==> src/pkg/psfr_defines.vh <==
// Constants for the paged special function register decoder.
// Included by the decoder and its page map; definitions only.
`ifndef PSFR_DEFINES_VH
`define PSFR_DEFINES_VH

// Register space bounds
`define PSFR_SPACE_BASE 8'h80
`define PSFR_SPACE_TOP 8'hff
// Page selector
`define PSFR_PAGE_SELECT_ADDR 8'ha7
`define PSFR_PAGE_SELECT_RESET 8'h00
// Page numbers
`define PSFR_PAGE_ZERO 8'h00
`define PSFR_PAGE_F 8'h0f
// Bit-addressable low nibbles
`define PSFR_BIT_NIB_A 4'h0
`define PSFR_BIT_NIB_B 4'h8
// Target encodings of the page map
`define PSFR_MAP_NONE 2'h0
`define PSFR_MAP_PAGE0 2'h1
`define PSFR_MAP_PAGEF 2'h2
`define PSFR_MAP_ALL 2'h3

`endif

==> src/hw/psfr_page_map.v <==
// Occupancy map of the register space: for each of the 128 slots,
// whether it lives on page zero only, page F only, both, or nowhere.
// Assumes an 7-bit slot index from the decoder; answer is registered.
`timescale 1ns/1ps
`include "psfr_defines.vh"

module psfr_page_map
(
  input wire clk,
  input wire reset,
  input wire [6:0] slot,
  output reg [1:0] page0_kind,
  output reg [1:0] pagef_kind
)
;
  // ----------------------------------------
  // Map lookup
  // ----------------------------------------
  // Shared rows (one bit per slot): slot on every page
  localparam [127:0] ALL_MAP = 128'h00c1_00e1_0001_0000_1a00_0381_5401_00ff;
  // Page zero occupancy (shared slots included)
  localparam [127:0] P0_MAP = 128'hffff_ffff_ffff_ffff_ffef_ffff_ffff_ffff;
  // Page F occupancy (shared slots included)
  localparam [127:0] PF_MAP = 128'h00c9_00ed_4001_0000_1a20_0381_7e01_60ff;

  // Registered lookup for each page
  always @(posedge clk)
  begin
    if (reset)
    begin
      page0_kind <= `PSFR_MAP_NONE;
      pagef_kind <= `PSFR_MAP_NONE;
    end
    else
    begin
      page0_kind <= ALL_MAP[slot] ? `PSFR_MAP_ALL : (P0_MAP[slot] ? `PSFR_MAP_PAGE0 : `PSFR_MAP_NONE);
      pagef_kind <= ALL_MAP[slot] ? `PSFR_MAP_ALL : (PF_MAP[slot] ? `PSFR_MAP_PAGEF : `PSFR_MAP_NONE);
    end
  end
endmodule

==> src/hw/psfr_decoder.v <==
// Decoder for the direct-addressed special function register space.
// Assumes a core on the same clock presenting one access per strobe.
// A register access strobes the peripheral one cycle before it reports done,
// so the peripheral read data are taken while the peripheral is still selected.
// Reserved slots and refused bit accesses complete with a fault and zero data.
//
// Contract
// - Direct accesses to 0x80..0xff go to the register space, not data memory.
// - Addresses with low nibble 0x0 or 0x8 accept bit and byte access.
// - All other addresses accept byte access only.
// - After reset and while the selector is zero, accesses go to page zero.
// - A second page 0x0f holds registers reachable only while it is selected.
// - Some registers, the selector among them, decode the same on every page.
// - The selector is an 8-bit read/write register at 0xa7, on all pages, reset zero.
// - The selector picks the page for reads, writes and read-modify-writes.
// - Indirect accesses above 0x7f go to upper data memory, never registers.
`timescale 1ns/1ps
`include "psfr_defines.vh"

module psfr_decoder
(
  input wire clk,
  input wire reset,
  input wire acc_valid,
  input wire acc_write,
  input wire acc_rmw,
  input wire acc_indirect,
  input wire acc_bit,
  input wire [2:0] acc_bit_pos,
  input wire [7:0] acc_addr,
  input wire [7:0] acc_wdata,
  input wire [7:0] periph_rdata,
  output reg acc_done,
  output reg [7:0] acc_rdata,
  output reg acc_fault,
  output reg periph_sel,
  output reg periph_write,
  output reg periph_page_f,
  output reg [6:0] periph_slot,
  output reg [7:0] periph_wdata,
  output reg [7:0] periph_wmask,
  output reg ram_sel,
  output reg [7:0] register_page_select
)
;
  // ----------------------------------------
  // Helpers
  // ----------------------------------------
  // Slot supports single-bit access
  function bit_capable;
    input [7:0] a;
    begin
      bit_capable = (a[3:0] == `PSFR_BIT_NIB_A) || (a[3:0] == `PSFR_BIT_NIB_B);
    end
  endfunction

  // One-hot lane mask for a bit position
  function [7:0] lane;
    input [2:0] p;
    begin
      lane = 8'h01 << p;
    end
  endfunction

  localparam ST_IDLE = 2'h0;
  localparam ST_LOOK = 2'h1;
  localparam ST_DO = 2'h2;

  reg [1:0] state;
  reg [7:0] hold_addr;
  reg [7:0] hold_wdata;
  reg hold_write;
  reg hold_bit;
  reg [2:0] hold_pos;
  reg page_f;
  wire [1:0] page0_kind;
  wire [1:0] pagef_kind;
  wire [1:0] kind;
  wire is_sel;
  wire bad_bit;
  wire [7:0] sel_merge;
  wire [6:0] map_slot;
  wire forward;

  // ----------------------------------------
  // Page map
  // ----------------------------------------
  // The map answers one cycle late, so while idle it looks up the address on
  // the bus; by the look-up step the answer for the taken request is ready and
  // the peripheral can be strobed a cycle before completion
  assign map_slot = (state == ST_IDLE) ? acc_addr[6:0] : hold_addr[6:0];

  psfr_page_map u_map
  (
    .clk(clk),
    .reset(reset),
    .slot(map_slot),
    .page0_kind(page0_kind),
    .pagef_kind(pagef_kind)
  );

  // ----------------------------------------
  // Access checks
  // ----------------------------------------
  // Page choice and per-access checks
  assign kind = page_f ? pagef_kind : page0_kind;
  assign is_sel = (hold_addr == `PSFR_PAGE_SELECT_ADDR);
  assign bad_bit = hold_bit && !bit_capable(hold_addr);
  // Only occupied slots with an allowed access width reach the peripherals
  assign forward = !is_sel && !bad_bit && (kind != `PSFR_MAP_NONE);
  assign sel_merge = hold_bit ? ((register_page_select & ~lane(hold_pos)) | (hold_wdata & lane(hold_pos)))
                              : hold_wdata;

  // ----------------------------------------
  // Access sequencer
  // ----------------------------------------
  always @(posedge clk)
  begin
    if (reset)
    begin
      state <= ST_IDLE;
      hold_addr <= 8'h00;
      hold_wdata <= 8'h00;
      hold_write <= 1'b0;
      hold_bit <= 1'b0;
      hold_pos <= 3'h0;
      page_f <= 1'b0;
      register_page_select <= `PSFR_PAGE_SELECT_RESET;
      acc_done <= 1'b0;
      acc_rdata <= 8'h00;
      acc_fault <= 1'b0;
      periph_sel <= 1'b0;
      periph_write <= 1'b0;
      periph_page_f <= 1'b0;
      periph_slot <= 7'h00;
      periph_wdata <= 8'h00;
      periph_wmask <= 8'h00;
      ram_sel <= 1'b0;
    end
    else
    begin
      // Pulses drop unless a step below raises them
      acc_done <= 1'b0;
      periph_sel <= 1'b0;
      periph_write <= 1'b0;
      ram_sel <= 1'b0;
      // Page decision follows the selector; reserved values mean page zero
      page_f <= (register_page_select == `PSFR_PAGE_F);
      // Register access: take, look up and strobe, then complete
      case (state)
        ST_IDLE:
        begin
          if (acc_valid)
          begin
            if (acc_indirect || !acc_addr[7])
            begin
              // Data memory path: low half always, upper half only indirect
              ram_sel <= 1'b1;
              acc_done <= 1'b1;
              acc_fault <= 1'b0;
              acc_rdata <= 8'h00;
            end
            else
            begin
              // Register space: hold the request while the map looks it up
              hold_addr <= acc_addr;
              hold_wdata <= acc_wdata;
              hold_write <= acc_write | acc_rmw;
              hold_bit <= acc_bit;
              hold_pos <= acc_bit_pos;
              state <= ST_LOOK;
            end
          end
        end
        ST_LOOK:
        begin
          // Map answer for the held address is ready: strobe the peripheral on the
          // chosen page so its read data stand while it is selected
          // Nothing is strobed for the selector, a reserved slot or a refused bit access
          state <= ST_DO;
          if (forward)
          begin
            periph_sel <= 1'b1;
            periph_write <= hold_write; // Read-modify-write counts as a write
            periph_page_f <= page_f && (kind != `PSFR_MAP_ALL);
            periph_slot <= hold_addr[6:0];
            periph_wdata <= hold_wdata;
            periph_wmask <= hold_bit ? lane(hold_pos) : 8'hff;
          end
        end
        ST_DO:
        begin
          state <= ST_IDLE;
          acc_done <= 1'b1;
          // The selector is never reserved; anything else faults on an empty slot
          acc_fault <= bad_bit || (!is_sel && kind == `PSFR_MAP_NONE);
          if (is_sel && !bad_bit)
          begin
            // Selector decodes on every page and takes byte access only
            acc_rdata <= register_page_select;
            // Written as a whole byte; the next access sees the new page
            if (hold_write)
              register_page_select <= sel_merge;
          end
          else if (forward)
          begin
            // Peripheral still selected: old value, even for a read-modify-write
            acc_rdata <= hold_bit ? {7'h00, periph_rdata[hold_pos]} : periph_rdata;
          end
          else
          begin
            acc_rdata <= 8'h00; // Reserved slot or refused bit access
          end
        end
        default:
          state <= ST_IDLE;
      endcase
    end
  end
endmodule

==> config.mk <==
export PLATFORM = sky130hd
export DESIGN_NAME = psfr_decoder
export DESIGN_NICKNAME = d
export VERILOG_FILES = /design/src/hw/psfr_page_map.v /design/src/hw/psfr_decoder.v
export VERILOG_INCLUDE_DIRS = /design/src /design/src/pkg
export SDC_FILE = /design/constraint.sdc
export NUM_CORES = 1
export LEC_CHECK = 0
export ABC_CLOCK_PERIOD_IN_PS = 3020
export BUFFER_PORTS_ARGS = -buffer_cell sky130_fd_sc_hd__buf_4
export CORE_MARGIN = 3
export CORE_UTILIZATION = 50
export DETAILED_ROUTE_END_ITERATION = 7
export GPL_TIMING_DRIVEN = 0
export PLACE_DENSITY = 0.75
export SYNTH_ARGS = -nofsm -noshare
export SYNTH_HDL_FRONTEND = slang
export SYNTH_SLANG_ARGS = --single-unit
==> constraint.sdc <==
create_clock -name clk -period 3.02 [get_ports clk]
set_input_delay 0.302 -clock clk [delete_from_list [all_inputs] [get_ports clk]]
set_output_delay 0.302 -clock clk [all_outputs]
set_load 0.05 [all_outputs]
==> results of run 1 <==
## final timing paths
path	slack, ns	startpoint	endpoint	depth (start not counted)
setup / recovery	0.24	state[1]	u_map.pagef_kind[1]	14
hold / removal	0.20	acc_wdata[3]	hold_wdata[3]	3
setup reg to reg	0.24	state[1]	u_map.pagef_kind[1]	14
hold reg to reg	0.46	periph_slot[1]	periph_slot[1]	2
## cell type report
type                            instances  area share
Multi-Input combinational cell        313       0.423
Sequential cell                        72       0.333
Timing Repair Buffer                   77       0.134
Buffer                                 33      0.0388
Clock buffer                           10      0.0295
Tap cell                               77      0.0223
Clock inverter                          6      0.0104
Inverter                               10     0.00868
## power by group through the flow
stage / Clock [mW] / Combinational, mW / Sequential (mW)
2_1_floorplan: 0 / 0.144 / 1.02
3_3_place_gp: 0 / 0.256 / 1.00
3_5_place_dp: 0 / 0.257 / 1.00
4_1_cts: 0.682 / 0.258 / 0.983
5_1_grt: 0.723 / 0.287 / 0.986
6_report: 0.674 / 0.265 / 0.983
## cells by family (layout without fill, tap and decap cells)
logic type / count (synthesis) / count (layout) / share of synthesized area
AOI/OAI and AO/OA: 114 / 114 / 0.228
adders and majority gates: 6 / 6 / 0.0217
buffers and inverters: 43 / 136 / 0.0592
DFF: 72 / 72 / 0.416
muxes: 11 / 11 / 0.0347
and+or+nand+nor: 182 / 182 / 0.240
## Yosys cell counts (4+ instances only)
cell	number
nand2_1	100
dfxtp_1	72
a21oi_1	42
nor2_1	31
clkbuf_1	16
nor3_1	12
buf_2	11
inv_1	10
a21oi_2	8
a22oi_1	8
o21ai_0	8
a22o_1	7
nand3_1	7
o211ai_1	7
ha_1	6
mux2i_1	6
a311oi_1	4
a31oi_1	4
a32oi_1	4
buf_4	4
mux2_2	4
## through the flow
stage | power (mW) | hold slack (ns) | worst slack [ns] | cell area [um2]
floorplan | 1.17 | 0.420 | 0.562 | 3460
global placement | 1.26 | 0.442 | -0.0194 | 4130
detailed placement | 1.26 | 0.447 | -0.000568 | 4130
CTS | 1.92 | 0.184 | 0.115 | 4310
global route | 2.00 | 0.179 | 0.0738 | 4320
finish | 1.92 | 0.199 | 0.239 | 4320
## worst reg2reg max path: cells and delay by family (launching register included)
| family | cells | cell delay, ns |
|---|---|---|
| multiplexers | 1 | 0.12 |
| flip-flops | 1 | 0.30 |
| AO/OA/AOI/OAI | 3 | 0.67 |
| buffers and inverters | 5 | 0.83 |
| adder cells (fa/ha/maj) | 1 | 0.28 |
| AND/OR/NAND/NOR | 4 | 0.46 |
## repair_timing
item,CTS,global route
resized for setup,1,1
setup endpoints to repair,1,2
setup buffers,0,1
pin swaps,0,1
hold buffers,0,0
## per-layer routing
metal | share of wire | global-route usage
met4 | 0.012 | 0.0650
met3 | 0.086 | 0.0719
met1 | 0.46 | 0.359
met5 | 0 | 0
met2 | 0.44 | 0.395
## cells in the final DEF, fill, tap and decap left out, drive strengths merged, types with 2 or more instances in the layout
master	n
buf	94
and2	2
nor3	13
o211ai	7
nand3b	2
a21oi	50
and3	3
or4	2
nand3	7
nor2	32
nor4	3
or3	2
ha	6
a311oi	4
o211a	2
mux2	5
a22oi	8
or2	2
nor2b	3
a31oi	4
clkinv	5
dfxtp	72
clkbuf	26
inv	11
a211oi	2
o21ai	8
nor3b	3
o22ai	3
nand2b	3
a22o	7
a32oi	4
mux2i	6
nand2	100
o31ai	4
==> flow_summary.yaml, run 1 <==
timing:
  maxSlewViolCount: 0
  finalCriticalPeriod_ns: 2.78
  setup_tns_ns: 0
  slew_headroom: 0.396
  timing.final.crit_share: 0.921
  fmax_mhz: 360
  setup_viol: 0
  worst_pin_slew_ns: 0.905
  rsz0062_at_grt: "false"
  fin_skew_ns: 0.00724
  hold_viol_final: 0
grt:
  grt-ovfl-total: 0
  grt_max_degree: 14
  track_usage: 0.258
  grt_pass1_vias: 3200
  grt_pass1_wl_um: 15600
  antenna_found_initial: 0
clock_tree:
  clk_pin_slew_ns: 0.08
  cts.htree.levels: 3
  clk_path_buf_depth: 2
  ctsRootBufferMaster: "clkbuf_8"
  cts_buffers: 9
  clk_latency_ns: 0.35
  cts_tree: "yes"
  cts_sinks: 72
critical_path:
  cp-end-kind: "flip-flop"
  cp_cell_sequence: "buf_2 > nor2_4 > buf_4 > buf_4 > nand2_1 > nand2_1 > inv_1 > ha_1 > inv_1 > mux2i_1 > a32oi_2 > nand3_1 > o221ai_1 > a31oi_1"
  path_delay_family: "buffers and inverters"
  crit_arrival_ns: 2.99
  path_buf_inv: 5
  critPathMaxStageDelay_ns: 0.31
  path_max_fanout: 10
  cp.required_ns: 3.23
  startpoint_type: "flip-flop"
  crit_type: "flip-flop to flip-flop"
  cp_slowest_cell: "a32oi_2"
place:
  dpl.hpwl_um: 7480
  dp.cells: 581
  globalplace.congestion: 0.919
  io_buffers: 76
routing:
  vias: 3496
  ant_nets: 0
  first_iter_violations: 371
  vias_per_cell: 5.85
  dr.pass1.iters: 5
  route.detailed.wl_per_inst_um: 16.7
  remaining_drc_errors: 0
  wirelength_um: 9960
die:
  die_area_mm2: 0.00796
  start_util: 0.530
  die_h_um: 89.2
  dieWidth_um: 89.2
  core-area_mm2: 0.00653
  io_pins: 79
  num_rows: 29
synthesis:
  syn_inst: 428
  yosys.area.top_type: "dfxtp_1"
  synth_top_flop_cell: "dfxtp_1"
  synth_edf_count: 0
  ys_seq_elements: 72
  ys.warnings.count: 0
  synth_area_mm2: 0.00346
  syn_area_per_cell_um2: 8.09
  synth-async-reset-ratio: 0
  synth_seq_area_share: 0.416
  synth_top_area_share: 0.416
  syn_nets: 468
  synthTopCellsByArea: "dfxtp_1 (42%), nand2_1 (11%), a21oi_1 (6.1%)"
  synth_cell_types: 59
layout:
  fin_util: 0.662
  layout.nets: 556
  antenna_cells: 0
  register_area_mm2: 0.00144
  multi_input_area_mm2: 0.00183
  drive_above_1_share: 0.251
  fillers: 603
  area_growth_pct: 24.8
  instances_no_fill: 598
pwr:
  p_leak_nw: 1.74
  intPower_mw: 1.37
  power_switching_mw: 0.549
  p_sw_frac: 0.285
  clockPowerShare: 0.351
  peakVddDrop_mv: 0.338
  power.density_mw_per_mm2: 445
  combPwrFrac: 0.138
  sequentialPowerShare: 0.511
hold_path:
  hold_path_class: "primary input to flip-flop"
job:
  max-cap-violations: 0
outcome:
  status: "completed"
Power figures use the tool's default switching activity.
==> inputs of run 2 (changes only) <==
--- a/config.mk
+++ b/config.mk
@@ -6,9 +6,9 @@
 export SDC_FILE = /design/constraint.sdc
 export NUM_CORES = 1
 export LEC_CHECK = 0
+export ABC_AREA = 1
 export ABC_CLOCK_PERIOD_IN_PS = 3020
 export BUFFER_PORTS_ARGS = -buffer_cell sky130_fd_sc_hd__buf_4
-export CORE_MARGIN = 3
 export CORE_UTILIZATION = 50
 export DETAILED_ROUTE_END_ITERATION = 7
 export GPL_TIMING_DRIVEN = 0
==> flow_summary.yaml, run 2 <==
die:
  core-area_mm2: 0.00676
  start_util: 0.517
  io_pins: 79
  dieWidth_um: 85.6
  num_rows: 30
  die_area_mm2: 0.00732
  die_h_um: 85.6
timing:
  hold_viol_final: 0
  setup_viol: 0
  finalCriticalPeriod_ns: 2.13
  rsz0062_at_grt: "false"
  fmax_mhz: 470
  maxSlewViolCount: 0
  fin_skew_ns: 0.0120
  slew_headroom: 0.620
  layout_setup_ws_ns: 0.890
  setup_tns_ns: 0
  whs_ns: 0.171
  worst_pin_slew_ns: 0.570
  timing.final.crit_share: 0.705
critical_path:
  cp_slowest_cell: "dfxtp_1"
  cp.required_ns: 3.24
  startpoint_type: "flip-flop"
  cp-end-kind: "flip-flop"
  critPathMaxStageDelay_ns: 0.45
  r2r-start: "state[1]"
  crit_arrival_ns: 2.35
  rrSetupSlack_ns: 0.89
  path_max_fanout: 10
  reg2reg_depth: 17
  cp_cell_sequence: "inv_2 > nand2_4 > buf_12 > nand2_4 > nand2_4 > inv_2 > ha_1 > nand3_1 > nand2_1 > nand2_1 > nand3_1 > nand2_1 > nand2_1 > nand2_1 > inv_1 > nor2_1 > nor2_1"
  path_delay_family: "simple AND/OR/NAND/NOR gates"
  path_buf_inv: 4
  reg2reg_to: "u_map.pagef_kind[1]"
  crit_type: "flip-flop to flip-flop"
  crit_path_frequent_cell: "nand2_1"
layout:
  drive_above_1_share: 0.277
  fillers: 597
  area_growth_pct: 26.1
  antenna_cells: 0
  layout_commonest_cell: "buf_4"
  fin_util: 0.652
  most-common-layout-cells: "buf_4 (79), nand2_1 (77), dfxtp_1 (72), nor2_1 (70), o21ai_0 (47)"
  layout.nets: 591
hold_path:
  hold_path_end: "hold_wdata[7]"
  min_from: "acc_wdata[7]"
  min_path_cells: 3
  hold_path_class: "primary input to flip-flop"
clock_tree:
  cts_tree: "yes"
  cts_buffers: 9
  clk_latency_ns: 0.36
  ctsHoldBuffers: 0
  cts.htree.levels: 3
  post_cts_buffers: 0
  ctsRootBufferMaster: "clkbuf_8"
  clk_path_buf_depth: 2
  clk_pin_slew_ns: 0.09
  cts_resized: 0
  cts_sinks: 72
synthesis:
  ys_seq_elements: 72
  synth-async-reset-ratio: 0
  syn_area_per_cell_um2: 7.56
  yosys.area.top_type: "dfxtp_1"
  ys.warnings.count: 0
  syn_nets: 502
  synth_top_area_share: 0.413
  synth_top_family_by_area: "simple AND/OR/NAND/NOR gates"
  synth_compound_area_frac: 0.190
  synth_xor_area_frac: 0
  synth_top_flop_cell: "dfxtp_1"
  synthTopCellsByArea: "dfxtp_1 (41%), nand2_1 (8.3%), nor2_1 (7.5%)"
  synth_cell_types: 38
  synth_most_common_cell: "nand2_1"
  synthSimpleGateAreaFrac: 0.287
  ys_top_cells_by_count: "nand2_1 (77), dfxtp_1 (72), nor2_1 (70)"
  synth_adder_area_share: 0.0215
  synth_edf_count: 0
  syn_inst: 462
  muxShareOfSynthArea: 0
  synth_seq_area_share: 0.413
  synth_area_mm2: 0.00349
job:
  max-cap-violations: 0
grt:
  grt_pass1_vias: 3009
  antenna_found_initial: 0
  grt-ovfl-total: 0
  grt_max_degree: 15
  grt_pass1_wl_um: 14700
  track_usage: 0.261
routing:
  wirelength_um: 9050
  remaining_drc_errors: 0
  vias_per_cell: 5.27
  first_iter_violations: 253
  dr.pass1.iters: 5
  ant_nets: 0
  route.detailed.wl_per_inst_um: 14.2
  vias: 3350
pwr:
  power.density_mw_per_mm2: 497
  p_leak_nw: 2.08
  peakVddDrop_mv: 0.349
place:
  pre_cts_ws_ns: 0.937
  globalplace.congestion: 0.967
  io_buffers: 78
  dpl.hpwl_um: 6930
outcome:
  status: "completed"
## run 2: cell count changes after synthesis, sizes merged, moves of 7 or more
cell and delta:
a21oi -17, a22o -7, a22oi -8, clkbuf -7, inv +35, nand2 -9
nand3 +23, nor2 +43, o211ai -7, o21ai +45
## run 2: layer usage
layer,vias to the layer above,share of wire,routed length [um],GRT usage
li1,1699,-,-,-
met1,1521,0.47,4290,0.358
met2,112,0.45,4090,0.407
met3,18,0.056,505,0.0462
met4,0,0.019,170,0.105
met5,-,0,0,0
## run 2: area by class of cell
| type | instances | area (um2) | share of cell area |
|---|---|---|---|
| inverter | 45 | 171 | 0.0389 |
| clock buffer | 9 | 124 | 0.0281 |
| multi-input combinational | 325 | 1740 | 0.395 |
| clock inverter | 7 | 103 | 0.0233 |
| buffer | 20 | 138 | 0.0313 |
| tap | 80 | 100 | 0.0227 |
| sequential | 72 | 1440 | 0.327 |
| timing repair buffer | 78 | 586 | 0.133 |
## run 2: where the power goes
group | total, mW | switching (mW) | internal [mW]
clock | 0.866 | 0.392 | 0.475
sequential | 1.00 | 0.0229 | 0.979
combinational | 0.319 | 0.205 | 0.114
total | 2.19 | 0.620 | 1.57
## run 2: worst max path at each step
stage          depth (start not counted)  slack [ns]     start             endpoint
2_1_floorplan                         17        1.24  state[1]  u_map.pagef_kind[1]
3_3_place_gp                          17        0.95  state[1]  u_map.pagef_kind[1]
3_5_place_dp                          17        0.94  state[1]  u_map.pagef_kind[1]
4_1_cts                               17        0.91  state[1]  u_map.pagef_kind[1]
5_1_grt                               17        0.69  state[1]  u_map.pagef_kind[1]
6_report                              17        0.89  state[1]  u_map.pagef_kind[1]
## run 2: per-stage QoR
step | std cells | instance area [um2] | total power [mW]
after global routing | 636 | 4400 | 2.27
after global placement | 620 | 4180 | 1.34
after CTS | 636 | 4400 | 2.19
final | 636 | 4400 | 2.19
after floorplan | 462 | 3490 | 1.23
after detailed placement | 620 | 4180 | 1.34
## run 2: tightest hold or removal path: cells and delay by family
| family | cells | cell delay, ns |
|---|---|---|
| AND/OR/NAND/NOR | 2 | 0.11 |
| buffers and inverters | 1 | 0.08 |
## run 2: kinds of logic (layout without fill, tap and decap cells)
family | Yosys count | after routing
compound gates | 106 | 106
fa+ha+maj | 6 | 6
buf+inv | 65 | 159
flops | 72 | 72
simple gates | 213 | 213
==> inputs of run 3 (changes only) <==
--- a/config.mk
+++ b/config.mk
@@ -7,12 +7,12 @@
 export NUM_CORES = 1
 export LEC_CHECK = 0
 export ABC_AREA = 1
-export ABC_CLOCK_PERIOD_IN_PS = 3020
+export ABC_CLOCK_PERIOD_IN_PS = 1750
 export BUFFER_PORTS_ARGS = -buffer_cell sky130_fd_sc_hd__buf_4
-export CORE_UTILIZATION = 50
+export CORE_UTILIZATION = 49
 export DETAILED_ROUTE_END_ITERATION = 7
 export GPL_TIMING_DRIVEN = 0
-export PLACE_DENSITY = 0.75
+export PLACE_DENSITY = 0.76
 export SYNTH_ARGS = -nofsm -noshare
 export SYNTH_HDL_FRONTEND = slang
 export SYNTH_SLANG_ARGS = --single-unit
==> constraint.sdc (replaced) <==
create_clock -name clk -period 1.75 [get_ports clk]
set_input_delay 0.175 -clock clk [delete_from_list [all_inputs] [get_ports clk]]
set_output_delay 0.175 -clock clk [all_outputs]
set_load 0.05 [all_outputs]
==> flow_summary.yaml, run 3 (synthesis results as in run 2) <==
pwr:
  p_leak_nw: 2.16
  power.density_mw_per_mm2: 775
  peakVddDrop_mv: 0.585
layout:
  antenna_cells: 0
  layout_commonest_cell: "buf_4"
  design_area_mm2: 0.00473
  area_growth_pct: 35.3
  layout.nets: 610
  drive_above_1_share: 0.357
  fillers: 559
  most-common-layout-cells: "buf_4 (98), nand2_1 (70), nor2_1 (67), dfxtp_1 (67), o21ai_0 (41)"
  multi_input_area_mm2: 0.00190
  fin_util: 0.692
  instances_no_fill: 670
  register_area_mm2: 0.00145
place:
  io_buffers: 78
  dp.cells: 636
  place_area_mm2: 0.00421
  pre_cts_ws_ns: -0.231
  dpl.hpwl_um: 6860
  globalplace.congestion: 0.951
critical_path:
  startpoint: "state[0]"
  crit_path_frequent_cell: "nand2_1"
  path_max_fanout: 5
  cp.required_ns: 1.98
  path_buf_inv: 3
  r2r-start: "state[0]"
  crit_arrival_ns: 2.06
  cp-end-kind: "flip-flop"
  cp_cell_sequence: "nor2_4 > buf_6 > nand2_4 > nand2_8 > inv_6 > ha_4 > nand3_4 > nand2_2 > nand2_2 > nand3_2 > nand2_1 > nand2_1 > nand2_1 > inv_1 > nor2_1 > nor2_1"
  path_delay_family: "simple AND/OR/NAND/NOR gates"
  crit_type: "flip-flop to flip-flop"
  critPathMaxStageDelay_ns: 0.37
  cp_slowest_cell: "dfxtp_4"
  startpoint_type: "flip-flop"
timing:
  layout_setup_ws_ns: -0.0894
  slew_headroom: 0.617
  setup_viol: 2
  hold_viol_final: 0
  rsz0062_at_grt: "true"
  maxSlewViolCount: 0
  whs_ns: 0.0447
  fmax_mhz: 544
  worst_pin_slew_ns: 0.574
  fin_skew_ns: 0.00853
  timing.final.crit_share: 1.05
  finalCriticalPeriod_ns: 1.84
clock_tree:
  clk_pin_slew_ns: 0.07
  ctsRootBufferMaster: "clkbuf_8"
  cts_buffers: 9
  ctsHoldBuffers: 0
  clk_latency_ns: 0.36
  clk_path_buf_depth: 2
  cts_tree: "yes"
  cts_sinks: 72
  cts.htree.levels: 3
grt:
  track_usage: 0.258
  grt_max_degree: 14
  antenna_found_initial: 0
  grt_pass1_wl_um: 14900
  grt-ovfl-total: 0
  grt_pass1_vias: 3187
routing:
  first_iter_violations: 350
  ant_nets: 0
  wl_met3_um: 733
  vias: 3566
  top_layer: "met4"
  route.detailed.wl_per_inst_um: 14.3
  remaining_drc_errors: 0
  wirelength_um: 9610
  wl_met1_um: 4220
  vias_per_cell: 5.32
  dr.pass1.iters: 6
  met2_length_um: 4350
die:
  num_rows: 30
  io_pins: 79
  die_h_um: 86.4
  start_util: 0.511
  die_area_mm2: 0.00747
  core-area_mm2: 0.00683
  dieWidth_um: 86.4
hold_path:
  min_from: "acc_wdata[6]"
  hold_path_class: "primary input to flip-flop"
outcome:
  violations: "setup timing"
  status: "finished, violations left"
job:
  max-cap-violations: 0
run 3: cell types whose count changed in the layout (fill, tap and decap cells not counted), moves of 3 or more:
cell | previous run | this run
nand2_1 | 77 | 70
dfxtp_1 | 72 | 67
nor2_1 | 70 | 67
inv_1 | 37 | 32
clkinvlp_4 | 0 | 3
buf_4 | 79 | 98
o21ai_0 | 47 | 41
nand2_2 | 5 | 9
nand2_8 | 0 | 3
dfxtp_2 | 0 | 3
o21ai_1 | 1 | 5
ha_2 | 0 | 3
nand3_1 | 27 | 24
ha_1 | 6 | 1
run 3: repair_timing:
item	4_1_cts	5_1_grt
pin swaps	12	14
gates resized for setup	26	32
setup endpoints to repair	2	34
cloned	0	1
endpoints found under the hold margin	0	0
setup buffers	11	8
run 3: layout make-up:
| cell class | count | area share |
|---|---|---|
| Clock inverter | 6 | 0.0148 |
| Multi-Input combinational cell | 325 | 0.403 |
| Inverter | 45 | 0.0389 |
| Tap cell | 96 | 0.0254 |
| Clock buffer | 9 | 0.0262 |
| Sequential cell | 72 | 0.307 |
| Timing Repair Buffer | 98 | 0.156 |
| Buffer | 19 | 0.0286 |
run 3: worst min-delay path, stage by stage:
cell and delay, ns:
buf_4 0.08, nor2_1 0.04, nor2_1 0.08
run 3: power by group:
group | total [mW] | leakage, nW | internal (mW) | switching, mW
sequential | 1.73 | 0.588 | 1.69 | 0.0429
combinational | 0.643 | 1.49 | 0.247 | 0.395
clock | 1.29 | 0.0879 | 0.656 | 0.634
run 3: through the flow:
step                TNS (ns)  power [mW]
floorplan                  0        2.13
CTS                  -0.0420        3.62
global placement      -0.265        2.30
global route          -0.835        3.80
finish                -0.147        3.66
detailed placement    -0.329        2.31
run 3: routing by layer:
layer	vias to the layer above	global-route usage
li1	1739	-
met1	1603	0.339
met2	189	0.411
met3	35	0.0543
met4	0	0.112
met5	-	0
run 3: path summary, 6_finish.rpt:
kind / endpoint / slack [ns] / depth (start not counted)
setup / recovery: u_map.pagef_kind[1] / -0.09 / 16
hold / removal: hold_wdata[6] / 0.04 / 3
setup reg to reg: u_map.pagef_kind[1] / -0.09 / 16
hold reg to reg: acc_rdata[7] / 0.47 / 2
